File: src/rtl/tkh_pkg.sv
// Constants and types for the token-flag host controller
package tkh_pkg;
    localparam int unsigned TKH_DATA_W = 9;
    localparam int unsigned TKH_ADDR_W = 13;
    localparam int unsigned TKH_IDX_W = 3;
    localparam int unsigned TKH_NUM_FLAGS = 8;
    localparam int unsigned TKH_CLK_PERIOD_NS = 4;
    // Setup, strobe and gap widths in ns, converted to cycles rounding up
    localparam int unsigned TKH_SETUP_NS = 8;
    localparam int unsigned TKH_STROBE_NS = 20;
    localparam int unsigned TKH_GAP_NS = 8;
    localparam int unsigned TKH_SETUP_CYC = (TKH_SETUP_NS + TKH_CLK_PERIOD_NS - 1) / TKH_CLK_PERIOD_NS;
    localparam int unsigned TKH_STROBE_CYC = (TKH_STROBE_NS + TKH_CLK_PERIOD_NS - 1) / TKH_CLK_PERIOD_NS;
    localparam int unsigned TKH_GAP_CYC = (TKH_GAP_NS + TKH_CLK_PERIOD_NS - 1) / TKH_CLK_PERIOD_NS;
    localparam int unsigned TKH_CNT_W = 4;
    localparam logic [TKH_DATA_W-1:0] TKH_WR_ZERO = 9'h000;
    localparam logic [TKH_DATA_W-1:0] TKH_WR_ONE = 9'h001;
    localparam logic [TKH_ADDR_W-1:0] TKH_ADDR_RST = 13'h0000;
    localparam logic [TKH_IDX_W-1:0] TKH_IDX_RST = 3'h0;
    localparam logic [TKH_IDX_W-1:0] TKH_IDX_LAST = 3'h7;
    typedef enum logic [1:0] {
        TKH_CMD_CLAIM,
        TKH_CMD_RELEASE,
        TKH_CMD_POLL,
        TKH_CMD_INIT
    } tkh_cmd_t;
    typedef enum logic [1:0] {
        TKH_PH_SETUP,
        TKH_PH_STROBE,
        TKH_PH_GAP
    } tkh_phase_t;
endpackage : tkh_pkg

File: src/rtl/tkh_cycle.sv
// One flag-space bus cycle: setup, strobe, gap
`timescale 1ns/1ps
`default_nettype none
module tkh_cycle (
    input wire logic clk,
    input wire logic rst_b,
    input wire logic start,
    input wire logic is_write,
    output logic busy,
    output logic done,
    output logic strobe,
    output logic sample
);
    import tkh_pkg::*;
    tkh_phase_t phase_ff, nxt_phase;
    logic active_ff, nxt_active;
    logic [TKH_CNT_W-1:0] cnt_ff, nxt_cnt;
    logic write_ff, nxt_write;

    always_comb begin
        nxt_phase = phase_ff;
        nxt_active = active_ff;
        nxt_cnt = cnt_ff;
        nxt_write = write_ff;
        if (!active_ff) begin
            if (start) begin
                nxt_active = 1'b1;
                nxt_phase = TKH_PH_SETUP;
                nxt_cnt = TKH_CNT_W'(TKH_SETUP_CYC - 1);
                nxt_write = is_write;
            end
        end else if (cnt_ff != '0) begin
            nxt_cnt = cnt_ff - 1'b1;
        end else begin
            unique case (phase_ff)
                TKH_PH_SETUP: begin
                    nxt_phase = TKH_PH_STROBE;
                    nxt_cnt = TKH_CNT_W'(TKH_STROBE_CYC - 1);
                end
                TKH_PH_STROBE: begin
                    // Strobe must fall between reads so the device relatches
                    nxt_phase = TKH_PH_GAP;
                    nxt_cnt = TKH_CNT_W'(TKH_GAP_CYC - 1);
                end
                TKH_PH_GAP: begin
                    // Back-to-back start keeps select low between write and read-back
                    if (start) begin
                        nxt_phase = TKH_PH_SETUP;
                        nxt_cnt = TKH_CNT_W'(TKH_SETUP_CYC - 1);
                        nxt_write = is_write;
                    end else begin
                        nxt_active = 1'b0;
                    end
                end
                default: begin
                    nxt_active = 1'b0;
                end
            endcase
        end
    end

    always_ff @(posedge clk or negedge rst_b) begin
        if (!rst_b) begin
            phase_ff <= TKH_PH_SETUP;
            active_ff <= 1'b0;
            cnt_ff <= '0;
            write_ff <= 1'b0;
        end else begin
            phase_ff <= nxt_phase;
            active_ff <= nxt_active;
            cnt_ff <= nxt_cnt;
            write_ff <= nxt_write;
        end
    end

    assign busy = active_ff;
    assign strobe = active_ff && (phase_ff == TKH_PH_STROBE);
    assign done = active_ff && (phase_ff == TKH_PH_GAP) && (cnt_ff == '0);
    // Sample late in the strobe, when read data has settled
    assign sample = strobe && !write_ff && (cnt_ff == '0);
endmodule : tkh_cycle
`default_nettype wire

File: src/rtl/tkh_host.sv
// Host controller driving one port of the dual-port token flags
`timescale 1ns/1ps
`default_nettype none
module tkh_host (
    input wire logic clk,
    input wire logic rst_b,
    input wire logic cmd_valid,
    output logic cmd_ready,
    input wire tkh_pkg::tkh_cmd_t cmd_op,
    input wire logic [tkh_pkg::TKH_IDX_W-1:0] cmd_index,
    output logic rsp_valid,
    output logic rsp_granted,
    output logic rsp_fault,
    output logic [tkh_pkg::TKH_NUM_FLAGS-1:0] owned,
    output logic flag_space_select_n,
    output logic array_select_n,
    output logic rw_n,
    output logic out_enable_n,
    output logic [tkh_pkg::TKH_ADDR_W-1:0] addr,
    output logic [tkh_pkg::TKH_DATA_W-1:0] data_out,
    output logic data_oe_n,
    input wire logic [tkh_pkg::TKH_DATA_W-1:0] data_in
);
    import tkh_pkg::*;
    typedef enum logic [2:0] {
        TKH_IDLE,
        TKH_WRITE,
        TKH_READ,
        TKH_INIT_WR,
        TKH_RESP
    } tkh_state_t;

    tkh_state_t state_ff, nxt_state;
    tkh_cmd_t op_ff, nxt_op;
    logic [TKH_IDX_W-1:0] idx_ff, nxt_idx;
    logic [TKH_DATA_W-1:0] wdata_ff, nxt_wdata;
    logic [TKH_NUM_FLAGS-1:0] owned_ff, nxt_owned;
    logic granted_ff, nxt_granted;
    logic fault_ff, nxt_fault;
    logic [TKH_DATA_W-1:0] din_meta_ff, din_sync_ff;
    logic cyc_start, cyc_write, cyc_busy, cyc_done, cyc_strobe, cyc_sample;
    logic flag_low, flag_high;

    // Data pins are asynchronous to clk
    always_ff @(posedge clk or negedge rst_b) begin
        if (!rst_b) begin
            din_meta_ff <= '0;
            din_sync_ff <= '0;
        end else begin
            din_meta_ff <= data_in;
            din_sync_ff <= din_meta_ff;
        end
    end

    // Flag value arrives spread on all bits; mixed bits mean a bad read
    assign flag_low = (din_sync_ff == '0);
    assign flag_high = (din_sync_ff == '1);

    tkh_cycle u_cycle (
        .clk(clk),
        .rst_b(rst_b),
        .start(cyc_start),
        .is_write(cyc_write),
        .busy(cyc_busy),
        .done(cyc_done),
        .strobe(cyc_strobe),
        .sample(cyc_sample)
    );

    always_comb begin
        nxt_state = state_ff;
        nxt_op = op_ff;
        nxt_idx = idx_ff;
        nxt_wdata = wdata_ff;
        nxt_owned = owned_ff;
        nxt_granted = granted_ff;
        nxt_fault = fault_ff;
        cyc_start = 1'b0;
        cyc_write = 1'b0;
        unique case (state_ff)
            TKH_IDLE: begin
                if (cmd_valid) begin
                    nxt_op = cmd_op;
                    nxt_idx = cmd_index;
                    nxt_granted = 1'b0;
                    nxt_fault = 1'b0;
                    cyc_start = 1'b1;
                    unique case (cmd_op)
                        TKH_CMD_CLAIM: begin
                            nxt_wdata = TKH_WR_ZERO;
                            cyc_write = 1'b1;
                            nxt_state = TKH_WRITE;
                        end
                        TKH_CMD_RELEASE: begin
                            nxt_wdata = TKH_WR_ONE;
                            cyc_write = 1'b1;
                            nxt_state = TKH_WRITE;
                        end
                        TKH_CMD_POLL: begin
                            nxt_state = TKH_READ;
                        end
                        TKH_CMD_INIT: begin
                            nxt_idx = TKH_IDX_RST;
                            nxt_wdata = TKH_WR_ONE;
                            cyc_write = 1'b1;
                            nxt_state = TKH_INIT_WR;
                        end
                    endcase
                end
            end
            TKH_WRITE: begin
                if (cyc_done) begin
                    if (op_ff == TKH_CMD_CLAIM) begin
                        // Read back only after the zero is written
                        cyc_start = 1'b1;
                        nxt_state = TKH_READ;
                    end else begin
                        nxt_owned[idx_ff] = 1'b0;
                        nxt_granted = 1'b1;
                        nxt_state = TKH_RESP;
                    end
                end
            end
            TKH_READ: begin
                if (cyc_sample) begin
                    // Zero read back is ours; one means held opposite
                    nxt_granted = flag_low;
                    nxt_fault = !(flag_low || flag_high);
                    nxt_owned[idx_ff] = flag_low;
                end
                if (cyc_done) begin
                    nxt_state = TKH_RESP;
                end
            end
            TKH_INIT_WR: begin
                if (cyc_done) begin
                    nxt_owned[idx_ff] = 1'b0;
                    if (idx_ff == TKH_IDX_LAST) begin
                        nxt_granted = 1'b1;
                        nxt_state = TKH_RESP;
                    end else begin
                        nxt_idx = idx_ff + 1'b1;
                        cyc_start = 1'b1;
                        cyc_write = 1'b1;
                    end
                end
            end
            TKH_RESP: begin
                nxt_state = TKH_IDLE;
            end
            default: begin
                nxt_state = TKH_IDLE;
            end
        endcase
    end

    always_ff @(posedge clk or negedge rst_b) begin
        if (!rst_b) begin
            state_ff <= TKH_IDLE;
            op_ff <= TKH_CMD_CLAIM;
            idx_ff <= TKH_IDX_RST;
            wdata_ff <= TKH_WR_ONE;
            owned_ff <= '0;
            granted_ff <= 1'b0;
            fault_ff <= 1'b0;
        end else begin
            state_ff <= nxt_state;
            op_ff <= nxt_op;
            idx_ff <= nxt_idx;
            wdata_ff <= nxt_wdata;
            owned_ff <= nxt_owned;
            granted_ff <= nxt_granted;
            fault_ff <= nxt_fault;
        end
    end

    // Pin drive is combinational from registered cycle state
    logic is_wr_state;
    assign is_wr_state = (state_ff == TKH_WRITE) || (state_ff == TKH_INIT_WR);
    assign flag_space_select_n = !cyc_busy;
    assign array_select_n = 1'b1;
    assign rw_n = !(cyc_strobe && is_wr_state);
    // Enable drops after each read, so repeated polls recapture
    assign out_enable_n = !(cyc_strobe && (state_ff == TKH_READ));
    // Upper address bits are don't-care to the device; held at zero
    assign addr = {{(TKH_ADDR_W-TKH_IDX_W){1'b0}}, idx_ff};
    assign data_out = wdata_ff;
    assign data_oe_n = !(cyc_busy && is_wr_state);
    assign cmd_ready = (state_ff == TKH_IDLE);
    assign rsp_valid = (state_ff == TKH_RESP);
    assign rsp_granted = granted_ff;
    assign rsp_fault = fault_ff;
    assign owned = owned_ff;
endmodule : tkh_host
`default_nettype wire

File: config.mk
export PLATFORM = sky130hd
export DESIGN_NAME = tkh_host
export DESIGN_NICKNAME = d
export VERILOG_FILES = /design/src/rtl/tkh_pkg.sv /design/src/rtl/tkh_cycle.sv /design/src/rtl/tkh_host.sv
export SDC_FILE = /design/constraint.sdc
export NUM_CORES = 1
export LEC_CHECK = 0
export ABC_AREA = 1
export BUFFER_PORTS_ARGS = -buffer_cell sky130_fd_sc_hd__buf_2
export CAP_MARGIN = 10
export CELL_PAD_IN_SITES_DETAIL_PLACEMENT = 1
export CELL_PAD_IN_SITES_GLOBAL_PLACEMENT = 2
export CORE_ASPECT_RATIO = 2
export CORE_UTILIZATION = 33
export DETAILED_ROUTE_END_ITERATION = 16
export MAX_ROUTING_LAYER = met4
export PLACE_DENSITY = 0.89
export SKIP_LAST_GASP = 1
export SLEW_MARGIN = 40
export SYNTH_ARGS = -nofsm -noshare
export SYNTH_HDL_FRONTEND = slang
export SYNTH_SLANG_ARGS = --single-unit
export TNS_END_PERCENT = 10
File: constraint.sdc
create_clock -name clk -period 2.9 [get_ports clk]
set_input_delay 0.145 -clock clk [delete_from_list [all_inputs] [get_ports clk]]
set_output_delay 0.145 -clock clk [all_outputs]
set_load 0.02 [all_outputs]
==> impl_metrics.toml <==
[clock_network]
cts_tree = "built"
cts_root_buffer = "clkbuf_16"
cts_resized = 0
cts.sinks = 45
cts_buffer_depth = 2
htreeDepth = 2
cts.clk_slew.worst_paths_ns = 0.07
clk_latency_ns = 0.29
cts_inserted_buffers = 5

[power_and_ir_drop]
ir_drop_mv = 0.373
powerDensity_nw_per_um2 = 963
p_leak_nw = 1.62

[global_routing]
grt_pass1_vias = 2373
antenna_found_initial = 0
track_usage = 0.178
grt_overflow = 0
grt_max_degree = 46
grt_pass1_wl_mm = 10.9

[worst_setup_path]
slowest_stage = "dfrtp_1"
reg2reg_from = "u_cycle.cnt_ff[0]"
path_cells = "inv_1 > ha_1 > nand2_1 > nor2_4 > nand2_1 > nand2_1 > nand2_2 > nor2_4 > nand2_1 > nand2_1 > nand2_1"
cpMostUsedCell = "nand2_1"
path_delay_family = "simple AND/OR/NAND/NOR gates"
start_kind = "register"
arrival_ns = 2.07
crit_required_ns = 3.08
critPathKind = "register to register"
slowest_delay_ns = 0.40
critPathMaxFanout = 16
worst-path-buf-inv = 1
crit_path_end_kind = "register"
critPathLaunch = "u_cycle.cnt_ff[0]"

[timing]
relSlewSlack = 0.492
fin_tns_setup_ns = 0
rsz0062_at_grt = "no"
period_minus_slack_ns = 1.88
tightestPinTransition_ns = 0.758
slew_viol_final = 0
max_clock_freq_ghz = 0.531
period_share = 0.649
skew_ns = 0.00647
hold_slack_ns = 0.111
hold_violations = 0
setup_violations = 0

[synthesis]
synth_top_family_by_area = "simple AND/OR/NAND/NOR gates"
synth_xor_area_frac = 0.00680
yosysSeqAreaShare = 0.438
yosys_warnings = 0
synth_area_sq_um = 2580
synthSimpleGateAreaFrac = 0.322
synth_area_per_cell_sq_um = 7.62
yosys.area_share.adder = 0.0389
synthCells = 338
synth_cell_types = 26
synthMuxAreaShare = 0
ys_seq_elements = 45
synth-compound-area-share = 0.0612

[routing]
drt_iter0_drc = 89
ant_nets = 0
drcViolationCount = 0
wl_per_cell_microns = 13.5
num_vias = 2263
wl_mm = 6.51
viasPerCell = 4.70
drt-pass1-iter-count = 4

[die]
chipWidth_microns = 64.5
fp-row-count = 45
initial_core_util = 0.341
core_area_sq_um = 7540
die_h_microns = 127
io_pins = 56
dieArea_sq_um = 8190

[placement]
place_congestion = 0.831
port_buffers = 36
hpwl_mm = 5.05

[cells_and_area]
num_antenna_cells = 0
n_fill_cell = 982
seq_area_sq_um = 1130
multi_input_area_sq_um = 1170
syn2layout_area_growth_pct = 18.0
drive_gt1_frac = 0.175
final_nets = 412

[min_path]
hp-class = "input pin to register"
hp-start = "cmd_op[0]"

[outcome]
status = "finished clean"

[job]
max-cap-violations = 0
==> tightest hold or removal path: stages <==
cell     delay (ns)
buf_2          0.11
nand2_1        0.08
nand2_1        0.06
==> kinds of logic after synthesis <==
| kind of cell | Yosys count |
|---|---|
| xor+xnor | 2 |
| compound gates | 30 |
| flops | 45 |
| fa+ha+maj | 8 |
| simple gates | 188 |
| buf+inv | 63 |
| other cells | 2 |
==> layout make-up <==
cell class              count  area share
multi-input cells         247       0.386
clock buffers               5      0.0412
well taps                  94      0.0387
clock inverters             3      0.0156
inverters                  40      0.0494
repair buffers             48      0.0979
flip-flops and latches     45       0.371
==> repair_timing <==
| item | in CTS | in global routing |
|---|---|---|
| endpoints found under the hold margin | 53 | 0 |
| hold buffers | 10 | 0 |
| buffers inserted | 0 | 0 |
==> routing by layer <==
| metal | GRT usage | vias to the layer above | routed length (microns) |
|---|---|---|---|
| li1 | - | 1123 | - |
| met4 | 0.0784 | 0 | 146 |
| met3 | 0.0180 | 8 | 156 |
| met2 | 0.349 | 42 | 3810 |
| met5 | - | - | 0 |
| met1 | 0.166 | 1090 | 2400 |
==> worst paths after layout <==
kind | endpoint | slack [ns] | depth (start not counted)
worst max-delay path | owned[3] | 1.02 | 11
worst min register to register | din_sync_ff[6] | 0.35 | 0
worst min-delay path | data_out[0] | 0.11 | 3
worst max register to register | owned[3] | 1.02 | 11
max in group asynchronous | din_meta_ff[8] | 2.10 | 2
min in group asynchronous | u_cycle.phase_ff[0] | 0.40 | 2
==> cell usage in the layout (no fill, tap or decap), types with 8 or more instances in the layout <==
cell | netlist | final
inv_1 | 35 | 35
conb_1 | 2 | 19
nand3_1 | 32 | 32
nor2_1 | 22 | 22
dlygate4sd3_1 | 0 | 10
dfrtp_1 | 44 | 44
nand4_1 | 8 | 8
buf_2 | 0 | 35
ha_1 | 8 | 8
nand2_1 | 109 | 109
o21ai_0 | 19 | 19
==> metrics by stage <==
stage               utilization  area [sq um]  total power, mW  std cells  worst slack (ns)
floorplan                     -          2640             1.94        355              1.35
global placement          0.367          2770             2.23        464              1.05
detailed placement        0.367          2770             2.27        464              1.01
CTS                       0.403          3040             2.98        482             0.960
global route              0.403          3040             3.18        482             0.819
finish                    0.403          3040             2.93        482              1.02
==> registers in the layout, summed over array words and instances, names as in the netlist <==
| signal | count |
|---|---|
| din_meta_ff | 9 |
| rsp_granted | 1 |
| idx_ff | 3 |
| state_ff | 3 |
| data_out | 1 |
| u_cycle.phase_ff | 2 |
| din_sync_ff | 9 |
| rsp_fault | 1 |
| op_ff | 2 |
| u_cycle.busy | 1 |
| u_cycle.write_ff | 1 |
| u_cycle.cnt_ff | 4 |
| owned | 8 |
==> cell usage after synthesis, drive strengths merged <==
master  count  share of area
a21oi       7          0.014
buf        23          0.073
conb        2         0.0029
dfrtp      44           0.43
dfstp       1          0.010
ha          8          0.039
inv        40          0.058
nand2     114           0.17
nand3      33          0.066
nand4       8          0.019
nor2       28          0.052
nor3        3         0.0078
o211ai      1         0.0029
o21ai      21          0.042
o22ai       1         0.0024
or2         2         0.0049
xor2        2         0.0068
==> power by group <==
part | switching (mW) | internal (mW) | leakage, nW
Clock | 0.260 | 0.413 | 0.0848
Sequential | 0.142 | 0.770 | 0.555
Combinational | 0.919 | 0.423 | 0.979
No activity file was read; power rests on OpenSTA's default activity.
